$ cat src/slld_pkg.sv
// Package for the serial latch loader: word layout, select codes,
// field positions and reset values of the five write-only latches.
// Assumes a 24-bit word shifted in most significant bit first.
package slld_pkg;

  localparam int WORD_W = 24;

  // Select field
  localparam int SEL_LO_POS = 0;
  localparam int SEL_HI_POS = 2;
  localparam logic [1:0] SEL_CTRL = 2'h0;
  localparam logic [1:0] SEL_TX_CAL = 2'h1;
  localparam logic [1:0] SEL_SYNTH = 2'h2;
  localparam logic [1:0] SEL_FILTER = 2'h3;

  // Control word
  localparam int CTL_RXPD_POS = 22;
  localparam int CTL_PLLPD_POS = 21;
  localparam int CTL_OSCPD_POS = 20;
  localparam int CTL_TXPD_POS = 19;
  localparam int CTL_TXPWR_POS = 17;
  localparam int CTL_PUMPI_POS = 14;
  localparam int CTL_LOPWR_POS = 12;
  localparam int CTL_LOMUTE_POS = 11;
  localparam int CTL_TXMUTE_POS = 10;
  localparam int CTL_TRI_POS = 9;
  localparam int CTL_POL_POS = 8;
  localparam int CTL_TSEL_POS = 5;
  localparam int CTL_HOLD_POS = 4;

  // Transmit config word
  localparam int TX_DEMOD_POS = 21;
  localparam int TX_MIXER_POS = 18;
  localparam int TX_BSDIV_POS = 16;
  localparam int TX_REFDIV_POS = 3;
  localparam int REFDIV_W = 13;

  // Receive calibration word
  localparam int CAL_START_POS = 15;

  // Synth divider word
  localparam int SYN_MAIN_POS = 7;
  localparam int SYN_SWALLOW_POS = 2;
  localparam int MAINDIV_W = 13;
  localparam int SWALLOW_W = 5;

  // Reset values: everything powered down, LO output mute bit clear
  localparam logic [23:0] CTRL_RST = 24'h7C0004;
  localparam logic [23:0] TXCFG_RST = 24'hE30001;
  localparam logic [23:0] RXCAL_RST = 24'h000005;
  localparam logic [23:0] SYNTH_RST = 24'h000002;
  localparam logic [23:0] FILTER_RST = 24'h000003;

  // Destination of a load, one-hot
  typedef enum logic [4:0] {
    DEST_CTRL = 5'h01,
    DEST_TXCFG = 5'h02,
    DEST_RXCAL = 5'h04,
    DEST_SYNTH = 5'h08,
    DEST_FILTER = 5'h10
  } slld_dest_t;

  // Test output selector codes
  localparam logic [2:0] TSEL_LOW = 3'h0;
  localparam logic [2:0] TSEL_LOCK = 3'h1;
  localparam logic [2:0] TSEL_NOLOCK = 3'h2;
  localparam logic [2:0] TSEL_HIGH = 3'h7;

endpackage

$ cat src/slld_sync.sv
// Three-stage pin synchroniser with agreement filter and rise pulse.
// Assumes inputs are asynchronous to ref_clk.
`timescale 1ns/10ps
module slld_sync #(
  parameter int WIDTH = 4
) (
  // Clock and reset
  input wire logic ref_clk,
  input wire logic rst,
  // Pins
  input wire logic [WIDTH-1:0] din,
  // Filtered outputs
  output logic [WIDTH-1:0] level,
  output logic [WIDTH-1:0] rise
);
  logic [WIDTH-1:0] stage1_reg;
  logic [WIDTH-1:0] stage2_reg;
  logic [WIDTH-1:0] stage3_reg;
  logic [WIDTH-1:0] level_reg;
  logic [WIDTH-1:0] level_next;
  logic [WIDTH-1:0] rise_reg;
  logic [WIDTH-1:0] rise_next;

  // Refused at elaboration, so a bad width never reaches a netlist
  if (WIDTH < 1) begin : g_width_check
    $error("slld_sync: WIDTH must be at least 1");
  end

  // A change counts only once stages two and three agree
  always_comb begin
    level_next = (~(stage2_reg ^ stage3_reg) & stage3_reg) | ((stage2_reg ^ stage3_reg) & level_reg);
    rise_next = level_next & ~level_reg;
  end

  always_ff @(posedge ref_clk or posedge rst) begin
    if (rst) begin
      stage1_reg <= '0;
      stage2_reg <= '0;
      stage3_reg <= '0;
      level_reg <= '0;
      rise_reg <= '0;
    end else begin
      stage1_reg <= din;
      stage2_reg <= stage1_reg;
      stage3_reg <= stage2_reg;
      level_reg <= level_next;
      rise_reg <= rise_next;
    end
  end

  assign level = level_reg;
  assign rise = rise_reg;
endmodule // slld_sync

$ cat src/slld_loader.sv
// Serial latch loader: shift register, load decode, five latches and
// the decoded control and transmit fields they drive.
// Assumes the serial pins are asynchronous and slow against ref_clk.
`timescale 1ns/10ps
module slld_loader
  import slld_pkg::*;
(
  // Clock and reset
  input wire logic ref_clk,
  input wire logic rst,
  // Serial pins
  input wire logic serial_clk,
  input wire logic serial_data,
  input wire logic serial_load_strobe,
  // Lock status from the synthesiser
  input wire logic pll_lock,
  // Latch contents
  output logic [23:0] control_word,
  output logic [23:0] transmit_config_word,
  output logic [23:0] receive_calibration_word,
  output logic [23:0] synth_divider_word,
  output logic [23:0] receive_filter_word,
  // Control word fields
  output logic rx_filter_powerdown,
  output logic pll_powerdown,
  output logic osc_powerdown,
  output logic tx_section_powerdown,
  output logic [1:0] tx_power_sel,
  output logic [2:0] pump_current_sel,
  output logic [1:0] lo_power_sel,
  output logic pump_tristate,
  output logic detector_polarity,
  output logic divider_counters_hold,
  output logic test_output_pin,
  output logic lo_output_enable,
  output logic tx_output_enable,
  // Transmit config fields
  output logic [2:0] demod_phase_sel,
  output logic [2:0] mixer_phase_sel,
  output logic [1:0] bandsel_div,
  output logic [12:0] ref_div,
  // Synth divider fields
  output logic [12:0] main_div,
  output logic [4:0] swallow_div,
  // Calibration start, one cycle
  output logic cal_start
);

  // Destination decode, used by the load path and its checks
  function automatic slld_dest_t dest_of(input logic [2:0] sel);
    slld_dest_t d;
    d = DEST_CTRL;
    unique case (sel[1:0])
      SEL_CTRL: d = DEST_CTRL;
      SEL_TX_CAL: d = sel[SEL_HI_POS] ? DEST_RXCAL : DEST_TXCFG;
      SEL_SYNTH: d = DEST_SYNTH;
      SEL_FILTER: d = DEST_FILTER;
    endcase
    return d;
  endfunction

  logic [3:0] pin_level;
  logic [3:0] pin_rise;
  logic sclk_rise;
  logic load_rise;
  logic data_lvl;
  logic lock_lvl;

  // Pins resynchronised; data and clock share the same latency
  slld_sync #(
    .WIDTH(4)
  ) u_sync (
    .ref_clk(ref_clk),
    .rst(rst),
    .din({pll_lock, serial_load_strobe, serial_data, serial_clk}),
    .level(pin_level),
    .rise(pin_rise)
  );

  assign sclk_rise = pin_rise[0];
  assign data_lvl = pin_level[1];
  assign load_rise = pin_rise[2];
  assign lock_lvl = pin_level[3];

  logic [23:0] shift_reg;
  logic [23:0] shift_next;
  logic [23:0] ctrl_reg;
  logic [23:0] ctrl_next;
  logic [23:0] txcfg_reg;
  logic [23:0] txcfg_next;
  logic [23:0] rxcal_reg;
  logic [23:0] rxcal_next;
  logic [23:0] synth_reg;
  logic [23:0] synth_next;
  logic [23:0] filter_reg;
  logic [23:0] filter_next;
  logic cal_start_reg;
  logic cal_start_next;
  logic lo_en_reg;
  logic lo_en_next;
  logic tx_en_reg;
  logic tx_en_next;
  logic test_out_reg;
  logic test_out_next;
  slld_dest_t dest;
  logic [4:0] load_vec;

  assign dest = dest_of(shift_reg[2:0]);
  assign load_vec = load_rise ? dest : 5'h00;

  // Shift and load; a load sees the word before any same-cycle shift
  always_comb begin
    shift_next = shift_reg;
    if (sclk_rise) begin
      // Oldest bit falls off the top, so only the last 24 remain
      shift_next = {shift_reg[22:0], data_lvl};
    end
    ctrl_next = load_vec[0] ? shift_reg : ctrl_reg;
    txcfg_next = load_vec[1] ? shift_reg : txcfg_reg;
    rxcal_next = load_vec[2] ? shift_reg : rxcal_reg;
    synth_next = load_vec[3] ? shift_reg : synth_reg;
    filter_next = load_vec[4] ? shift_reg : filter_reg;
    cal_start_next = load_vec[2] & shift_reg[CAL_START_POS];
  end

  always_ff @(posedge ref_clk or posedge rst) begin
    if (rst) begin
      shift_reg <= '0;
      ctrl_reg <= CTRL_RST;
      txcfg_reg <= TXCFG_RST;
      rxcal_reg <= RXCAL_RST;
      synth_reg <= SYNTH_RST;
      filter_reg <= FILTER_RST;
      cal_start_reg <= 1'b0;
    end else begin
      shift_reg <= shift_next;
      ctrl_reg <= ctrl_next;
      txcfg_reg <= txcfg_next;
      rxcal_reg <= rxcal_next;
      synth_reg <= synth_next;
      filter_reg <= filter_next;
      cal_start_reg <= cal_start_next;
    end
  end

  // Output muting and test output, one cycle behind the latch
  always_comb begin
    lo_en_next = ~(ctrl_reg[CTL_LOMUTE_POS] & ~lock_lvl);
    tx_en_next = ~(ctrl_reg[CTL_TXMUTE_POS] & ~lock_lvl);
    unique case (ctrl_reg[CTL_TSEL_POS +: 3])
      TSEL_LOCK: test_out_next = lock_lvl;
      TSEL_NOLOCK: test_out_next = ~lock_lvl;
      TSEL_HIGH: test_out_next = 1'b1;
      default: test_out_next = 1'b0;
    endcase
  end

  always_ff @(posedge ref_clk or posedge rst) begin
    if (rst) begin
      lo_en_reg <= 1'b0;
      tx_en_reg <= 1'b0;
      test_out_reg <= 1'b0;
    end else begin
      lo_en_reg <= lo_en_next;
      tx_en_reg <= tx_en_next;
      test_out_reg <= test_out_next;
    end
  end

  assign control_word = ctrl_reg;
  assign transmit_config_word = txcfg_reg;
  assign receive_calibration_word = rxcal_reg;
  assign synth_divider_word = synth_reg;
  assign receive_filter_word = filter_reg;
  assign rx_filter_powerdown = ctrl_reg[CTL_RXPD_POS];
  assign pll_powerdown = ctrl_reg[CTL_PLLPD_POS];
  assign osc_powerdown = ctrl_reg[CTL_OSCPD_POS];
  assign tx_section_powerdown = ctrl_reg[CTL_TXPD_POS];
  assign tx_power_sel = ctrl_reg[CTL_TXPWR_POS +: 2];
  assign pump_current_sel = ctrl_reg[CTL_PUMPI_POS +: 3];
  assign lo_power_sel = ctrl_reg[CTL_LOPWR_POS +: 2];
  assign pump_tristate = ctrl_reg[CTL_TRI_POS];
  assign detector_polarity = ctrl_reg[CTL_POL_POS];
  assign divider_counters_hold = ctrl_reg[CTL_HOLD_POS];
  assign test_output_pin = test_out_reg;
  assign lo_output_enable = lo_en_reg;
  assign tx_output_enable = tx_en_reg;
  assign demod_phase_sel = txcfg_reg[TX_DEMOD_POS +: 3];
  assign mixer_phase_sel = txcfg_reg[TX_MIXER_POS +: 3];
  // Host must program 11 here; the value is passed on unchecked
  assign bandsel_div = txcfg_reg[TX_BSDIV_POS +: 2];
  assign ref_div = txcfg_reg[TX_REFDIV_POS +: REFDIV_W];
  // Range below 3 is the host's to avoid, not trapped here
  assign main_div = synth_reg[SYN_MAIN_POS +: MAINDIV_W];
  assign swallow_div = synth_reg[SYN_SWALLOW_POS +: SWALLOW_W];
  assign cal_start = cal_start_reg;
endmodule // slld_loader

$ cat config.mk
export PLATFORM = sky130hd
export DESIGN_NAME = slld_loader
export DESIGN_NICKNAME = d
export VERILOG_FILES = /design/src/slld_pkg.sv /design/src/slld_sync.sv /design/src/slld_loader.sv
export SDC_FILE = /design/constraint.sdc
export NUM_CORES = 1
export LEC_CHECK = 0
export BUFFER_PORTS_ARGS = -buffer_cell sky130_fd_sc_hd__buf_2
export CORE_ASPECT_RATIO = 2
export CORE_MARGIN = 4
export CORE_UTILIZATION = 45
export CTS_BUF_LIST = sky130_fd_sc_hd__clkbuf_8 sky130_fd_sc_hd__clkbuf_16
export DETAILED_ROUTE_END_ITERATION = 12
export GPL_TIMING_DRIVEN = 0
export PLACE_DENSITY = 0.69
export SYNTH_ARGS = -nofsm -noshare
export SYNTH_HDL_FRONTEND = slang
export SYNTH_SLANG_ARGS = --single-unit
export TNS_END_PERCENT = 10
$ cat constraint.sdc
create_clock -name ref_clk -period 6.7 [get_ports ref_clk]
set_input_delay 0.335 -clock ref_clk [delete_from_list [all_inputs] [get_ports ref_clk]]
set_output_delay 0.335 -clock ref_clk [all_outputs]
set_load 0.1 [all_outputs]
Word level (Yosys, flattened, before mapping):

Index checks and enable logic that the tools add are counted.

* add/subtract/negate cells: 0
* order comparisons: 0
* reduce and logical (&&, ||, !) cells: 1
* divide/modulo/power cells: 0
* bitwise gates (word level): 13
* eq/ne operators: 6
* $mul: 0
* muxes and demuxes: 4
* shift-type cells: 0

Operators with widths (count)
* case mux 5 bit (4 select lines): 1
* bitwise AND 4 bit: 2
* 2-to-1 mux 5 bit: 1
* == test 2 bit (second input constant): 2
* inverter 4 bit: 1
* OR 4 bit: 1
* bitwise XOR 4 bit: 1
* bitwise AND 1 bit: 3
* bitwise AND 3 bit: 1
* == test 3 x 1 -> 1 bit (second input constant): 1
* == test 3 x 2 -> 1 bit (second input constant): 1
* == test 3 bit (second input constant): 1
* 2-to-1 mux 3 bit: 1
* inverter 1 bit: 3
* inverter 3 bit: 1
* case mux 1 bit (3 select lines): 1
* == test 2 x 1 -> 1 bit (second input constant): 1
* zero test 2 bit: 1

* bits of input ports: 6
* word-level logic and storage cells: 39
* latch bits: 0
* memory bits (writable): 0
* output and inout port bits: 177
* memory bits (read-only): 0
* memories kept: 0
* bits in registers: 167

Longest topological paths before layout:

Gate-level depths: netlist of run 1.

* word-level depth: 5
* depth in mapped cells: 5
* depth with buffers taken out: 2

Modules after synthesis:

From an unflattened synthesis of run 1, not the netlist that was laid out.

* cell total of the unflattened synthesis: 404
* area total of the unflattened synthesis: 6595.1 µm²

Modules (own cells, without submodules)
* slld_loader: times used 1, area each 6005.8 µm², seq. area each 3724.8 µm², cells each 375
* slld_sync: times used 1, area each 589.3 µm², seq. area each 500.5 µm², cells each 29

Least setup slack after synthesis of run 1:

No wires, ideal clock.

* path type: reg-to-output
* start point: register txcfg_reg[10] (netlist: transmit_config_word[10])
* end point: output transmit_config_word[10]
* cell stages (with the launch flop): 2
* required time: 6.365 ns
* setup slack: 5.025 ns
* arrival: 1.340 ns
* path buffers: 1
* cells stage by stage: dfrtp_1 > buf_4

RTL lines
* from (decl): RTL line slld_loader.sv:89 `logic [23:0] txcfg_reg;`
* from (signal assigned): RTL line slld_loader.sv:138 `txcfg_reg <= txcfg_next;`
* to (decl): RTL line slld_loader.sv:19 `output logic [23:0] transmit_config_word,`

No word-level cell between the ends.

Final worst setup path of run 1:

* start point: register ctrl_reg[22] (netlist: control_word[22])
* end point: output control_word[22]

RTL lines
* from (decl): RTL line slld_loader.sv:87 `logic [23:0] ctrl_reg;`
* from (signal assigned): RTL line slld_loader.sv:137 `ctrl_reg <= ctrl_next;`
* to (decl): RTL line slld_loader.sv:18 `output logic [23:0] control_word,`

No word-level cell between the ends.

==> results of run 1 <==
==> cell type report <==
class / count / share of cell area
inverters: 2 / 0.00152
clock inverters: 14 / 0.0128
repair buffers: 185 / 0.116
clock buffers: 17 / 0.0516
well taps: 192 / 0.0291
plain buffers: 69 / 0.0642
multi-input cells: 166 / 0.218
flip-flops and latches: 166 / 0.507
==> per-stage QoR <==
step / cells / hold slack, ns / util
2_1_floorplan: 403 / 0.331 / -
3_3_place_gp: 777 / 0.337 / 0.537
3_5_place_dp: 778 / 0.336 / 0.539
4_1_cts: 810 / 0.000620 / 0.577
5_1_grt: 811 / 0.00419 / 0.577
6_report: 811 / 0.0286 / 0.577
==> critical path, cell delays in order (launching register included) <==
cell and delay [ns]:
dfstp_2 0.55, buf_4 0.10, buf_2 0.41
==> final timing paths <==
check / endpoint / slack [ns]
min reg2reg: u_sync.stage2_reg[1] / 0.35
max: control_word[22] / 4.90
max in group asynchronous: transmit_config_word[0] / 5.79
min in group asynchronous: transmit_config_word[15] / 0.04
min: u_sync.stage1_reg[2] / 0.03
max reg2reg: control_word[10] / 5.02
==> cells in the mapped netlist (2+ instances only) <==
| cell type | n |
|---|---|
| and2_1 | 2 |
| buf_4 | 53 |
| buf_6 | 6 |
| dfstp_2 | 17 |
| dfrtp_1 | 149 |
| nor2b_1 | 4 |
| inv_1 | 2 |
| nand2b_1 | 7 |
| mux2_2 | 112 |
| o21ai_0 | 3 |
| nor2_1 | 3 |
| maj3_1 | 2 |
| mux2_4 | 17 |
| nand2_1 | 5 |
| buf_2 | 8 |
| mux2_1 | 2 |
==> metal layers <==
layer  global-route usage  share of wire  up-vias  wire length (um)
li1                     -              -     1736                 -
met1                0.185           0.37     1934              4980
met2                0.317           0.56      117              7570
met3               0.0409          0.051       19               688
met4               0.0648          0.018        0               238
met5                    0              0        -                 0
==> cell usage in the layout, fill, tap and decap left out, drive strengths merged <==
master | netlist | routed
mux2 | 131 | 131
nand4b | 1 | 1
nor3b | 1 | 1
o21ai | 3 | 3
dfrtp | 149 | 149
nand2 | 5 | 5
and4bb | 1 | 1
a311o | 1 | 1
inv | 2 | 9
nand3b | 1 | 1
nor4b | 1 | 1
nor2b | 4 | 4
nand3 | 1 | 1
clkinvlp | 0 | 6
clkbuf | 1 | 18
buf | 68 | 251
or2 | 1 | 1
nand2b | 7 | 7
clkinv | 0 | 1
dfstp | 17 | 17
and2 | 2 | 2
nor4bb | 1 | 1
maj3 | 2 | 2
nor2 | 3 | 3
dlygate4sd3 | 0 | 2
==> cells by family (layout without fill, tap and decap cells) <==
logic type,Yosys count,count (layout),synth area share
AND/OR/NAND/NOR,29,29,0.0327
AO/OA/AOI/OAI,4,4,0.00384
adder cells (fa/ha/maj),2,2,0.00308
multiplexers,131,131,0.236
buffers and inverters,71,287,0.0825
flip-flops,166,166,0.641
==> power by group <==
part	internal, W	switching (W)
clock	0.000475	0.000395
combinational	0.000176	0.000739
sequential	0.00111	0.0000756
==> what timing repair did <==
action / in CTS / in global routing
resized for setup: 0 / 0
endpoints found under the setup margin: 0 / 0
hold buffers: 1 / 1
endpoints found under the hold margin: 1 / 1
==> impl_metrics.yaml, run 1 <==
outcome:
  status: "complete, no violations"
timing:
  min_period_ns: 1.80
  timing.final.crit_share: 0.268
  fin_skew_ns: 0.0103
  timing.final.ws_setup_ns: 4.90
  rsz0062_at_grt: "false"
  hold_violations: 0
  fin_tns_setup_ns: 0
  timing.slew.headroom: 0.538
  fmaxAchievable_mhz: 556
  drv_slew: 0
  setup_viol: 0
  worstMarginPinSlew_ns: 0.693
critical_path:
  end_kind: "output port"
  path_max_fanout: 3
  critPathLaunch: "control_word[22]"
  cp.required_ns: 6.36
  worstPathArrival_ns: 1.46
  crit_type: "flop to output port"
  r2r_cells: 4
  r2r_start: "shift_reg[0]"
  start_kind: "flop"
pwr:
  ir_drop_mv: 0.432
  total_power_w: 0.00297
  powerDensity_mw_per_mm2: 360
  leakage_nw: 4.67
floorplanning:
  row_count: 62
  core-area_sq_mm: 0.0143
  floorplan.initialDensity: 0.456
  dieArea_sq_mm: 0.0166
  die_w_um: 93.0
  fp.dieH_um: 178
  io_pins: 183
logic_synthesis:
  ys_ff_latch: 166
  synth_nets: 409
  postSynthAreaPerCell_sq_um: 16.2
  synth-async-reset-ratio: 1.00
  ys_warn_count: 0
  synth_area_sq_mm: 0.00651
  synth.area.top_cells: "dfrtp_1 (57%), mux2_2 (19%), dfstp_2 (6.9%)"
  syn-instance-count: 403
  synth-edff-count: 0
  synth.distinct_cells: 27
  yosys.area.top_type: "dfrtp_1"
  yosysSeqAreaShare: 0.641
  synth_ff_type: "dfrtp_1"
  yosysTopAreaCellShare: 0.573
layout:
  fin_nets: 613
  regArea_sq_mm: 0.00418
  final_cell_area_sq_mm: 0.00824
  fillers: 1247
  diodes: 0
  drive_gt1_frac: 0.698
  multi_input_comb_area_sq_mm: 0.00180
  area_growth_pct: 26.6
clock_tree:
  clockBufferDepth: 2
  cts_made_buffers: 17
  clk_latency_ns: 0.41
  cts_tree: "done"
  post_cts_buffers: 0
  cts-root-buf: "clkbuf_16"
  cts.clk_slew.worst_paths_ns: 0.06
  cts_num_sinks: 166
  cts_max_level: 4
route:
  wl_per_cell_um: 16.6
  firstDrtPassIters: 4
  ant_nets: 0
  num_vias: 3806
  dr.first_iter.drc_count: 127
  wl_mm: 13.5
  via_per_inst: 4.69
  drc: 0
placed_design:
  place.gp.congestion: 0.716
  dpl_cell_area_sq_mm: 0.00769
  pre_cts_slack_ns: 5.03
  port_buffers: 182
  dpl.hpwl_mm: 9.58
hold_path:
  min_from: "serial_load_strobe"
  hp-class: "input pin to flop"
  hold_depth: 1
grt:
  grt_usage: 0.171
  antenna_found_initial: 0
  overflow: 0
  grt_start_max_net_pins: 90
  grt_pass1_wl_mm: 21.6
  grt_pass1_vias: 4028
job:
  drv_cap: 0
(Power assumes the default switching activity.)
==> run 2, diff against run 1 <==
--- a/config.mk
+++ b/config.mk
@@ -5,6 +5,7 @@
 export SDC_FILE = /design/constraint.sdc
 export NUM_CORES = 1
 export LEC_CHECK = 0
+export ABC_AREA = 1
 export BUFFER_PORTS_ARGS = -buffer_cell sky130_fd_sc_hd__buf_2
 export CORE_ASPECT_RATIO = 2
 export CORE_MARGIN = 4
@@ -12,7 +13,7 @@
 export CTS_BUF_LIST = sky130_fd_sc_hd__clkbuf_8 sky130_fd_sc_hd__clkbuf_16
 export DETAILED_ROUTE_END_ITERATION = 12
 export GPL_TIMING_DRIVEN = 0
-export PLACE_DENSITY = 0.69
+export PLACE_DENSITY = 0.72
 export SYNTH_ARGS = -nofsm -noshare
 export SYNTH_HDL_FRONTEND = slang
 export SYNTH_SLANG_ARGS = --single-unit
==> constraint.sdc (replaced) <==
create_clock -name ref_clk -period 1.61 [get_ports ref_clk]
set_input_delay 0.0805 -clock ref_clk [delete_from_list [all_inputs] [get_ports ref_clk]]
set_output_delay 0.0805 -clock ref_clk [all_outputs]
set_load 0.1 [all_outputs]
==> run 2 against run 1 <==
  * Combinational power rose to 3.2 times the previous value
  * Largest power group unchanged
  * Sequential power grew to 4.0 times the previous value
  * Hold slack gained 0.20 ns
  * Critical path depth unchanged
  * Area after synthesis is 1.1% lower
  * Non-clock buffer count up 21
  * Clock power rose to 4.6 times the previous value
  * Sequential cell count unchanged
  * Clock skew hardly changed
  * Synthesized cell count rose by 56%
  * Critical path type unchanged
==> impl_metrics.yaml, run 2 <==
outcome:
  status: "complete, no violations"
timing:
  worstMarginPinSlew_ns: 0.680
  min_period_ns: 1.56
  fmaxAchievable_mhz: 642
  rsz0062_at_grt: "false"
  hold_violations: 0
  timing.final.crit_share: 0.967
  timing.slew.headroom: 0.544
  fin_tns_setup_ns: 0
  drv_slew: 0
  fin_skew_ns: 0.00988
  setup_viol: 0
layout:
  fin_nets: 847
  multi_input_comb_area_sq_mm: 0.00153
  fillers: 1266
  diodes: 0
  final_cell_area_sq_mm: 0.00831
  drive_gt1_frac: 0.374
  regArea_sq_mm: 0.00418
  final_core_util: 0.595
  layout_commonest_cell: "buf_2"
  area_growth_pct: 29.1
  layout_common_cells: "buf_2 (191), nand2_1 (187), dfrtp_1 (149)"
floorplanning:
  io_pins: 183
  die_w_um: 92.6
  row_count: 61
  core-area_sq_mm: 0.0140
  fp.dieH_um: 177
  dieArea_sq_mm: 0.0164
  floorplan.initialDensity: 0.461
pwr:
  clockPowerShare: 0.344
  powerDensity_mw_per_mm2: 1400
  combPwrFrac: 0.249
  ir_drop_mv: 1.23
  leakage_nw: 4.64
  p_int_w: 0.00725
  swShare: 0.376
  pwr-share-seq: 0.407
  net-switching-power_w: 0.00436
logic_synthesis:
  synth_common_cells: "nand2_1 (187), dfrtp_1 (149), o21ai_0 (92)"
  yosysSeqAreaShare: 0.648
  synth.area.top_cells: "dfrtp_1 (58%), nand2_1 (11%), o21ai_0 (7.2%)"
  synth_ff_type: "dfrtp_1"
  synth-edff-count: 0
  yosys.area.top_type: "dfrtp_1"
  postSynthAreaPerCell_sq_um: 10.2
  synth.distinct_cells: 22
  yosysMostFrequentCell: "nand2_1"
  synth_area_sq_mm: 0.00644
  synth_nets: 636
  syn-instance-count: 630
  yosysTopAreaCellShare: 0.579
  ys_ff_latch: 166
  synth-async-reset-ratio: 1.00
  ys_warn_count: 0
placed_design:
  port_buffers: 182
  place.gp.congestion: 0.816
  dpl.hpwl_mm: 12.7
  dpl_cell_area_sq_mm: 0.00767
clock_tree:
  post_cts_buffers: 0
  clk_latency_ns: 0.42
  cts_max_level: 4
  cts.clk_slew.worst_paths_ns: 0.07
  cts_num_sinks: 166
  clockBufferDepth: 2
  cts-root-buf: "clkbuf_16"
  cts_made_buffers: 17
  cts_tree: "done"
route:
  num_vias: 4934
  via_per_inst: 4.73
  wl_mm: 16.7
  dr.first_iter.drc_count: 182
  wl_per_cell_um: 16.0
  ant_nets: 0
  firstDrtPassIters: 4
  drc: 0
critical_path:
  cp.required_ns: 1.53
  timing.rr.end: "synth_divider_word[9]"
  start_kind: "flop"
  path_max_fanout: 3
  ff2ff_setup_slack_ns: 0.16
  crit_end: "transmit_config_word[23]"
  r2r_cells: 4
  critPathLaunch: "transmit_config_word[23]"
  crit_type: "flop to output port"
  r2r_start: "shift_reg[0]"
  end_kind: "output port"
  worstPathArrival_ns: 1.48
grt:
  grt_pass1_vias: 4953
  overflow: 0
  grt_start_max_net_pins: 43
  grt_pass1_wl_mm: 26.4
  antenna_found_initial: 0
  grt_usage: 0.212
hold_path:
  hp-class: "input pin to asynchronous set/reset pin"
job:
  drv_cap: 0
==> run 2: cell count changes after synthesis, moves of 3 or more <==
| cell | change |
|---|---|
| nand2_1 | +182 |
| nand2b_1 | -7 |
| nor2_1 | +3 |
| mux2_2 | -112 |
| o21ai_0 | +89 |
| buf_2 | +3 |
| nor2b_1 | -4 |
| inv_1 | +35 |
| mux2_4 | -17 |
| nand3_1 | +43 |
| clkbuf_1 | +8 |
==> run 2: layout make-up <==
| cell class | count | share of cell area |
|---|---|---|
| Clock inverter | 15 | 0.0185 |
| Timing Repair inverter | 1 | 0.000602 |
| Buffer | 84 | 0.0711 |
| Clock buffer | 17 | 0.0512 |
| Multi-Input combinational cell | 342 | 0.184 |
| Tap cell | 189 | 0.0285 |
| Inverter | 38 | 0.0176 |
| Timing Repair Buffer | 191 | 0.126 |
| Sequential cell | 166 | 0.502 |
==> run 2: cell families (layout without fill, tap and decap cells) <==
family                     Yosys count  after routing  share of synthesized area
AOI/OAI and AO/OA                   96             96                     0.0754
adders and majority gates            2              2                    0.00311
buffers and inverters              122            346                      0.114
DFF                                166            166                      0.648
and+or+nand+nor                    244            244                      0.159
==> run 2: repair_timing <==
item	4_1_cts	5_1_grt
resized for setup	0	2
hold endpoints to repair	28	0
endpoints found under the setup margin	0	6
hold buffers	5	0
==> run 2: worst max-delay path, cell delays in order (launching register included) <==
cell and delay, ns:
dfstp_2 0.55, buf_4 0.10, buf_2 0.41
==> run 2: worst min-delay path by stage <==
stage	startpoint	to	slack (ns)	cells past startpoint
finish	rst	lo_output_enable	0.23	3
global route	rst	tx_output_enable	0.26	3
CTS	serial_data	u_sync.stage1_reg[1]	0.29	2
detailed placement	serial_data	u_sync.stage1_reg[1]	0.19	1
global placement	serial_load_strobe	u_sync.stage1_reg[2]	0.19	1
floorplan	serial_clk	u_sync.stage1_reg[0]	0.11	0
==> run 2: routing by layer <==
layer / vias up / track usage / part of all wire
met2: 124 / 0.395 / 0.57
li1: 2377 / - / -
met4: 0 / 0.101 / 0.033
met5: - / 0 / 0
met1: 2407 / 0.223 / 0.36
met3: 26 / 0.0417 / 0.032
==> run 2: stage by stage <==
| step | instances | worst slack, ns | total power, W | hold slack, ns |
|---|---|---|---|---|
| global placement | 1001 | -1.53 | 0.00765 | 0.189 |
| floorplan | 630 | -0.569 | 0.00718 | 0.112 |
| global route | 1043 | 0.0125 | 0.0120 | 0.257 |
| detailed placement | 1005 | 0.122 | 0.00771 | 0.190 |
| CTS | 1042 | 0.0171 | 0.0117 | 0.285 |
| finish | 1043 | 0.0533 | 0.0116 | 0.227 |
==> run 2: power by group through the flow <==
stage / combinational [W] / sequential (W) / clock [W]
finish: 0.00289 / 0.00473 / 0.00399
global route: 0.00304 / 0.00477 / 0.00424
CTS: 0.00292 / 0.00473 / 0.00406
detailed placement: 0.00290 / 0.00480 / 0
global placement: 0.00285 / 0.00480 / 0
floorplan: 0.00102 / 0.00616 / 0
